==> src/rtl/fhs_pkg.sv <==
/*
  Package for the fault hiccup sequencer: constants, state encoding and carriers.
  Assumes a single 200 MHz clock domain and synchronous comparator inputs.
*/
package fhs_pkg;

  // ----------------------------------------------------------------
  // Timing and counts
  // ----------------------------------------------------------------
  localparam int unsigned CLK_PERIOD_PS   = 5000;
  localparam int unsigned SW_FREQ_KHZ     = 1000;
  localparam int unsigned SW_PERIOD_PS    = 1000000000 / SW_FREQ_KHZ;
  localparam int unsigned SW_DIV_CYCLES   = SW_PERIOD_PS / CLK_PERIOD_PS;
  localparam int unsigned FAULT_OVF_COUNT = 3;
  localparam int unsigned DISCHARGE_SW    = 256;
  localparam int unsigned OC_STEP_AMPS    = 2;
  localparam int unsigned SS_DEF_SW       = 2000;
  localparam logic [1:0]  CNT_RST         = 2'h0;

  // ----------------------------------------------------------------
  // Sequencer states
  // ----------------------------------------------------------------
  typedef enum logic [2:0] {
    FHS_OFF       = 3'b000,
    FHS_DISCHARGE = 3'b001,
    FHS_SOFTSTART = 3'b010,
    FHS_RUN       = 3'b011,
    FHS_COOL      = 3'b100
  } fhs_state_t;

  // ----------------------------------------------------------------
  // Carriers
  // ----------------------------------------------------------------
  typedef struct packed {
    logic       uv_trip;
    logic       uv_recover;
    logic [4:0] oc_sample;
  } fhs_sense_t;

  typedef struct packed {
    logic switch_en;
    logic ss_charge;
    logic ss_discharge;
    logic output_valid_flag;
    logic shutdown_pulse;
  } fhs_ctrl_t;

endpackage : fhs_pkg

==> src/rtl/fhs_tick_gen.sv <==
/*
  Switching tick generator: internal 1 MHz divider or rising edges of a
  synchronised external clock.
  Assumes sync_clk_i is already synchronous to clk_i.
*/
`timescale 1ns/10ps
module fhs_tick_gen #(
  parameter int unsigned DIV = fhs_pkg::SW_DIV_CYCLES
) (
  input  wire logic clk_i,
  input  wire logic rstn_i,
  input  wire logic ext_sync_i,
  input  wire logic sync_clk_i,
  output logic      tick_o
);
  import fhs_pkg::*;

  typedef struct packed {
    logic [15:0] div_reg;
    logic        sync_d_reg;
    logic        tick_reg;
  } fhs_tick_st_t;

  fhs_tick_st_t st_reg;
  fhs_tick_st_t st_next;

  // ----------------------------------------------------------------
  // Tick selection
  // ----------------------------------------------------------------
  always_comb begin
    st_next            = st_reg;
    st_next.sync_d_reg = sync_clk_i;
    if (ext_sync_i) begin
      st_next.div_reg  = 16'h0000;
      st_next.tick_reg = sync_clk_i & ~st_reg.sync_d_reg;
    end else if (st_reg.div_reg == 16'(DIV - 1)) begin
      st_next.div_reg  = 16'h0000;
      st_next.tick_reg = 1'b1;
    end else begin
      st_next.div_reg  = st_reg.div_reg + 16'h0001;
      st_next.tick_reg = 1'b0;
    end
  end

  always_ff @(posedge clk_i or negedge rstn_i) begin
    if (!rstn_i) begin
      st_reg <= '0;
    end else begin
      st_reg <= st_next;
    end
  end

  assign tick_o = st_reg.tick_reg;
endmodule : fhs_tick_gen

==> src/rtl/fhs_sequencer.sv <==
/*
  Fault hiccup sequencer: undervoltage and overcurrent counters, shutdown,
  cool-down delay, soft-start restart and output valid flag.
  Assumes comparator inputs are synchronous to clk_i and sampled per tick.
*/
// Operation
// - Count undervoltage comparator trips per tick.
// - Clear undervoltage counter on recovery.
// - Three undervoltage counts shut regulator down.
// - Hold off for soft-start length after shutdown.
// - Clear undervoltage counter entering delay.
// - Start soft-start when delay expires.
// - Successful soft-start raises valid flag, runs.
// - Undervoltage hiccup repeats until start-up succeeds.
// - Sample switch current once per switching cycle.
// - Overcurrent limit grows 2A per block.
// - Each over-limit sample adds exactly one.
// - Overcurrent count of three shuts down.
// - Below-limit sample clears overcurrent counter.
// - Clear overcurrent counter entering delay.
// - Overcurrent hiccup repeats until start-up succeeds.
// - Tick from 1 MHz oscillator or sync.
// - Discharge soft-start for 256 clock cycles.
// - Enable low drops valid flag immediately.
`timescale 1ns/10ps
module fhs_sequencer #(
  parameter int unsigned SS_CYCLES  = fhs_pkg::SS_DEF_SW,
  parameter int unsigned DIS_CYCLES = fhs_pkg::DISCHARGE_SW,
  parameter int unsigned DIV        = fhs_pkg::SW_DIV_CYCLES
) (
  input  wire logic               clk_i,
  input  wire logic               rstn_i,
  input  wire logic               enable_i,
  input  wire logic               supply_ready_i,
  input  wire logic               ext_sync_i,
  input  wire logic               sync_clk_i,
  input  wire fhs_pkg::fhs_sense_t sense_i,
  input  wire logic [2:0]         blocks_i,
  output fhs_pkg::fhs_ctrl_t      ctrl_o,
  output logic [1:0]              uv_count_o,
  output logic [1:0]              oc_count_o
);
  import fhs_pkg::*;

  typedef struct packed {
    fhs_state_t  state;
    logic [1:0]  uv_cnt;
    logic [1:0]  oc_cnt;
    logic [15:0] timer;
    fhs_ctrl_t   ctrl;
  } fhs_seq_st_t;

  fhs_seq_st_t st_reg;
  fhs_seq_st_t st_next;
  logic        tick;
  logic        on_req;
  logic [4:0]  oc_limit;
  logic        oc_over;
  logic        fault;

  fhs_tick_gen #(.DIV(DIV)) u_tick (
    .clk_i      (clk_i),
    .rstn_i     (rstn_i),
    .ext_sync_i (ext_sync_i),
    .sync_clk_i (sync_clk_i),
    .tick_o     (tick)
  );

  // ----------------------------------------------------------------
  // Helpers
  // ----------------------------------------------------------------
  function automatic logic [1:0] inc_sat(input logic [1:0] v);
    inc_sat = (v == 2'h3) ? v : v + 2'h1;
  endfunction : inc_sat

  always_comb begin
    on_req   = enable_i & supply_ready_i;
    oc_limit = 5'(OC_STEP_AMPS) * ({2'h0, blocks_i} + 5'h01);
    oc_over  = sense_i.oc_sample > oc_limit;
    fault    = tick && (st_reg.state == FHS_SOFTSTART || st_reg.state == FHS_RUN)
               && ((sense_i.uv_trip && st_reg.uv_cnt == 2'(FAULT_OVF_COUNT - 1))
                   || (oc_over && st_reg.oc_cnt == 2'(FAULT_OVF_COUNT - 1)));
  end

  // ----------------------------------------------------------------
  // Sequencer
  // ----------------------------------------------------------------
  always_comb begin
    st_next                     = st_reg;
    st_next.ctrl.shutdown_pulse = 1'b0;
    if (st_reg.state == FHS_SOFTSTART || st_reg.state == FHS_RUN) begin
      if (tick) begin
        if (sense_i.uv_trip) st_next.uv_cnt = inc_sat(st_reg.uv_cnt);
        else if (sense_i.uv_recover) st_next.uv_cnt = CNT_RST;
        if (oc_over) st_next.oc_cnt = inc_sat(st_reg.oc_cnt);
        else st_next.oc_cnt = CNT_RST;
      end
    end
    case (st_reg.state)
      FHS_OFF: begin
        st_next.uv_cnt = CNT_RST;
        st_next.oc_cnt = CNT_RST;
        if (on_req) begin
          st_next.state          = FHS_SOFTSTART;
          st_next.timer          = 16'h0000;
          st_next.ctrl.switch_en = 1'b1;
          st_next.ctrl.ss_charge = 1'b1;
        end
      end
      FHS_DISCHARGE: begin
        st_next.timer = st_reg.timer + 16'h0001;
        if (st_reg.timer == 16'(DIS_CYCLES - 1)) begin
          st_next.state             = FHS_OFF;
          st_next.ctrl.ss_discharge = 1'b0;
        end
      end
      FHS_SOFTSTART, FHS_RUN, FHS_COOL: begin
        if (st_reg.state != FHS_COOL && tick) st_next.timer = st_reg.timer + 16'h0001;
        if (st_reg.state == FHS_COOL && tick) st_next.timer = st_reg.timer + 16'h0001;
        if (fault) begin
          st_next.state                  = FHS_COOL;
          st_next.timer                  = 16'h0000;
          st_next.uv_cnt                 = CNT_RST;
          st_next.oc_cnt                 = CNT_RST;
          st_next.ctrl.switch_en         = 1'b0;
          st_next.ctrl.ss_charge         = 1'b0;
          st_next.ctrl.output_valid_flag = 1'b0;
          st_next.ctrl.shutdown_pulse    = 1'b1;
        end else if (st_reg.state == FHS_COOL) begin
          if (tick && st_reg.timer == 16'(SS_CYCLES - 1)) begin
            st_next.state          = FHS_SOFTSTART;
            st_next.timer          = 16'h0000;
            st_next.ctrl.switch_en = 1'b1;
            st_next.ctrl.ss_charge = 1'b1;
          end
        end else if (st_reg.state == FHS_SOFTSTART && tick
                     && st_reg.timer == 16'(SS_CYCLES - 1)) begin
          st_next.state                  = FHS_RUN;
          st_next.ctrl.output_valid_flag = 1'b1;
        end
      end
      default: begin
        st_next = '0;
      end
    endcase
    if (!on_req && st_reg.state != FHS_OFF && st_reg.state != FHS_DISCHARGE) begin
      st_next.state             = FHS_DISCHARGE;
      st_next.timer             = 16'h0000;
      st_next.uv_cnt            = CNT_RST;
      st_next.oc_cnt            = CNT_RST;
      st_next.ctrl              = '0;
      st_next.ctrl.ss_discharge = 1'b1;
    end
    if (!enable_i) st_next.ctrl.output_valid_flag = 1'b0;
  end

  always_ff @(posedge clk_i or negedge rstn_i) begin
    if (!rstn_i) begin
      st_reg <= '0;
    end else begin
      st_reg <= st_next;
    end
  end

  assign ctrl_o     = st_reg.ctrl;
  assign uv_count_o = st_reg.uv_cnt;
  assign oc_count_o = st_reg.oc_cnt;
endmodule : fhs_sequencer

==> config.mk <==
export PLATFORM = sky130hd
export DESIGN_NAME = fhs_sequencer
export DESIGN_NICKNAME = d
export VERILOG_FILES = /design/src/rtl/fhs_pkg.sv /design/src/rtl/fhs_tick_gen.sv /design/src/rtl/fhs_sequencer.sv
export SDC_FILE = /design/constraint.sdc
export NUM_CORES = 1
export LEC_CHECK = 0
export ABC_AREA = 1
export BUFFER_PORTS_ARGS = -buffer_cell sky130_fd_sc_hd__buf_2
export CORE_MARGIN = 2
export CORE_UTILIZATION = 50
export DETAILED_ROUTE_END_ITERATION = 6
export GPL_TIMING_DRIVEN = 0
export PLACE_DENSITY = 0.7
export SKIP_LAST_GASP = 1
export SLEW_MARGIN = 15
export SYNTH_ARGS = -nofsm -noshare
export SYNTH_HDL_FRONTEND = slang
export SYNTH_HIERARCHICAL = 1
export SYNTH_SLANG_ARGS = --single-unit
==> constraint.sdc <==
create_clock -name clk_i -period 1.7 [get_ports clk_i]
set_input_delay 0 -clock clk_i [delete_from_list [all_inputs] [get_ports clk_i]]
set_output_delay 0 -clock clk_i [all_outputs]
set_load 0.05 [all_outputs]
Word level (Yosys, flattened, before mapping). Cells that the tools add are included.

Output and inout port bits: 9. Input bits: 16. Register bits after elaboration: 46. Logic and storage cells: 105.

Eq/ne operators: 24. $lt $le $gt $ge: 1. Mux-type cells: 37. Bitwise operators: 3. Reduce and logical (&&, ||, !) cells: 23. Add/subtract/negate cells: 5.

Operators with widths (count): $mux W18 (4); $mux W16 (4); $pmux W16 S3 (1); $add A16 B1 Y16 const B (2); $eq A16 B8 Y1 const B (2); $mux W28 (1); $ne A5 B5 Y1 const B (4); $mux W3 (6); $eq A16 B11 Y1 const B (1); $mux W4 (3); $logic_and A1 B1 Y1 (11); $mux W2 (5); $ne A3 B3 Y1 const B (3); $pmux W3 S3 (1); $eq A2 B2 Y1 const B (4); $mux W1 (8); $ne A4 B4 Y1 const B (2); $pmux W4 S2 (1); $reduce_and A4 Y1 (2); $eq A3 B2 Y1 const B (2); $pmux W2 S3 (1); $gt A5 B5 Y1 (1); $add A2 B1 Y2 const B (2); $add A3 B1 Y4 const B (1); other kinds (19) (21).

Depth between registers and ports, before layout.
Depth after elaboration: 10. Depth in mapped cells: 14. Mapped depth without buffers: 14.

Cells and area by module. Netlist, hierarchy kept.

By module, submodules not included: fhs_sequencer (seq. area each 675.6 um^2, area an instance 2227.1 um^2, instances 1, cells an instance 340); fhs_tick_gen (seq. area each 450.4 um^2, area an instance 935.9 um^2, instances 1, cells an instance 127).

Least setup slack after synthesis. OpenSTA, ideal clock, no wires.

Kind: register to register. Start point: register st_reg[5] (netlist name). End point: register st_reg[25] (netlist name). Buffers on the path: 0. Slack: 197 ps. Data required time: 1583 ps. Setup time: 117 ps. Data arrival time: 1386 ps. Cell stages (with the launch flop): 11. Clock period less this slack: 1503 ps. Cells stage by stage: dfrtp_1 -> ha_1 -> nand3_4 -> nor3_4 -> nand2_1 -> nand2_1 -> nand3_1 -> inv_1 -> nand2_1 -> nand2_1 -> nand2_1.

==> summary.md <==
| Metric | Value |
|---|---|
| Outcome | `complete, no violations` |
| Clk sinks | `45` |
| Slew margin rel. | `0.334` |
| Area contributors post-synth | `dfrtp_1 (36%), nand2_1 (17%), nor2_1 (6.8%), inv_1 (6.4%), nand3_1 (5.5%)` |
| Number of synthesized flops with an enable pin | `0` |
| Critical R2R Capture | `st_reg[17]` |
| Area growth syn-to-layout | `16.5%` |
| Synth Register Bits | `45` |
| WL final | `7290 um` |
| Sequential cell area fraction in the yosys report | `0.356` |
| Post-route clock period utilization | `0.976` |
| First-pass GRT wire length | `13,000 um` |
| Fmax | `0.603 GHz` |
| Sequential Power Share | `0.339` |
| Logic pwr share | `0.512` |
| Reg2reg path depth | `7` |
| Leading area contributor after synthesis | `dfrtp_1` |
| Fill cells | `571` |
| DRT iter0 DRCs | `316` |
| RR Startpoint | `st_reg[6]` |
| CTS max path bufs | `2` |
| Largest register FFs | `19` |
| Post-placement cell count | `566` |
| Design Power | `4450 uW` |
| Root buffer cell | `clkbuf_8` |
| Post-route ant nets | `0` |
| WP data required | `1.93 ns` |
| Critical path launch point type | `flop` |
| Clock Skew | `0.00779 ns` |
| IO buf count | `24` |
| RSZ-0062 raised after global routing | `yes` |
| Setup slack after placement | `-0.167 ns` |
| GRT Resource Usage Total | `0.219` |
| Worst-Margin Slew | `0.999 ns` |
| Switching part of the total | `0.456` |
| Commonest cells in the netlist | `nand2_1 (140), nor2_1 (57), inv_1 (54)` |
| I/O pins | `25` |
| Vias per inst | `5.23` |
| Maxcap violations | `0` |
| Final Hold Viols | `0` |
| N_diodes | `0` |
| Hold Crit Class | `in2reg` |
| HPWL Detailed | `5260 um` |
| Setup CP Type | `reg2reg` |
| Final setup viols | `0` |
| Clock transition at the registers of the reported paths | `0.09 ns` |
| Syn Area/Cell | `6.77 sq um` |
| Non-Filler Instances | `588` |
| Worst-Skew Late Latency | `0.30 ns` |
| Final Critical Period | `1.66 ns` |
| Yosys warns | `6` |
| TritonCTS Buffers | `5` |
| Nature of the critical path endpoint | `flop` |
| CTS tree | `yes` |
| H-tree depth | `2` |
| GRT Residual Overflow | `0` |
| Asr flop ratio synth | `1.00` |
| Final worst-path setup slack | `0.0411 ns` |
| Total internal power | `2420 uW` |
| Syn Std Cell Area | `3160 sq um` |
| Register-to-register setup slack | `0.04 ns` |
| Mapped Cells | `467` |
| Die height | `83.5 um` |
| Power per standard cell area | `1210 nW/um^2` |
| Yosys top cell area share | `0.356` |
| Clk pwr share | `0.149` |
| Share of layout cells above drive strength 1 | `0.199` |
| Ys flop type | `dfrtp_1` |
| Leakage | `0.00181 uW` |
| # nets final | `535` |
| WL/cell | `12.4 um` |
| Psw | `2030 uW` |
| WHS | `0.00295 ns` |
| DRC viols | `0` |
| Total die area | `6980 sq um` |
| Syn nets | `490` |
| Critical Path AT | `1.89 ns` |
| Initial Util | `0.525` |
| Vias post-DR | `3,078` |
| Row Count | `28` |
| Slew Limit Fails | `0` |
| Vias in the first global route | `2,930` |
| Final GP Congestion | `0.963` |
| Core area | `6030 sq um` |
| Peak VDD IR | `0.000944 V` |
| Initial antenna violation count | `0` |
| Die Wd | `83.5 um` |
| Pin count of the biggest net entering global routing | `46` |
| Placed Area | `3380 sq um` |
| Maximum fanout along the worst path | `6` |
| Design area | `3680 sq um` |
| DR pass1 iterations | `5` |
| Crit path from | `st_reg[6]` |
| Cell with the most instances after synthesis | `nand2_1` |
| Distinct cells, synth | `32` |
| CP Capture Point | `st_reg[17]` |
-- metal layers --
metal  global-route usage  vias to the layer above  wire (um)
li1                     -                     1565          -
met1                0.307                     1407       3500
met2                0.365                       94       3310
met3               0.0297                       12        391
met4               0.0455                        0         80
met5                    0                        -          0
-- final cells by class --
cell class,count,area (sq um),area share
multi-input combinational,343,1780,0.482
tap,75,93.8,0.0255
sequential,45,1130,0.307
timing repair buffer,38,240,0.0652
clock buffer,7,76.3,0.0207
buffer,19,133,0.0360
inverter,60,228,0.0618
clock inverter,1,7.51,0.00204
-- placed cells by master, fill, tap and decap left out, types with 3 or more instances in the layout --
master,instances
nand2_1,136
nor2_1,55
inv_1,52
dfrtp_1,42
nand3_1,30
buf_2,26
o21ai_0,21
buf_4,18
nand4_1,12
nand2_2,10
a21oi_1,9
nand3_2,7
nor2_2,7
xor2_1,7
inv_2,6
nor3_1,6
ha_1,6
xnor2_1,5
buf_6,5
o211ai_1,5
clkbuf_1,5
o21bai_1,5
clkbuf_8,5
nor2_4,4
o21ai_1,4
dlygate4sd3_1,3
dfrtp_2,3
-- worst min path at each step --
| stage | to | from | cells after the start |
|---|---|---|---|
| after global placement | u_tick/st_reg[1] | sync_clk_i | 1 |
| after detailed placement | u_tick/st_reg[1] | sync_clk_i | 1 |
| after floorplan | ctrl_o[0] | rstn_i | 0 |
| final | ctrl_o[1] | enable_i | 4 |
| after global routing | ctrl_o[1] | enable_i | 4 |
| after CTS | ctrl_o[1] | enable_i | 4 |
-- power by group through the flow --
stage	sequential, uW	combinational, uW	clock, uW
CTS	1470	2020	682
finish	1510	2280	662
floorplan	1450	1550	0
global route	1540	2540	714
detailed placement	1500	1970	0
global placement	1490	1920	0
-- critical path, cell delays in order, from the launching register on --
cell and delay [ns]:
dfrtp_1 0.43, ha_4 0.18, nand3_4 0.12, nor3_4 0.28
nand2_2 0.13, xor2_2 0.16, or2_0 0.20, nand3_1 0.09
-- what timing repair did --
action	CTS	global route
endpoints found under the setup margin	4	19
hold endpoints to repair	47	0
resized for setup	2	32
setup buffers	2	8
pin swaps	1	17
hold buffers	3	0
cloned	0	1
-- through the flow --
stage	utilization	setup TNS (ns)
finish	0.612	0
global placement	0.560	-0.566
detailed placement	0.560	-0.690
floorplan	-	0
CTS	0.582	0
global route	0.612	-0.267
-- kinds of logic after synthesis --
family	share of synthesized area
fa+ha+maj	0.0277
simple gates	0.378
flops	0.356
compound gates	0.0898
buf+inv	0.110
xor+xnor	0.0388
Power figures use the tool's default switching activity.
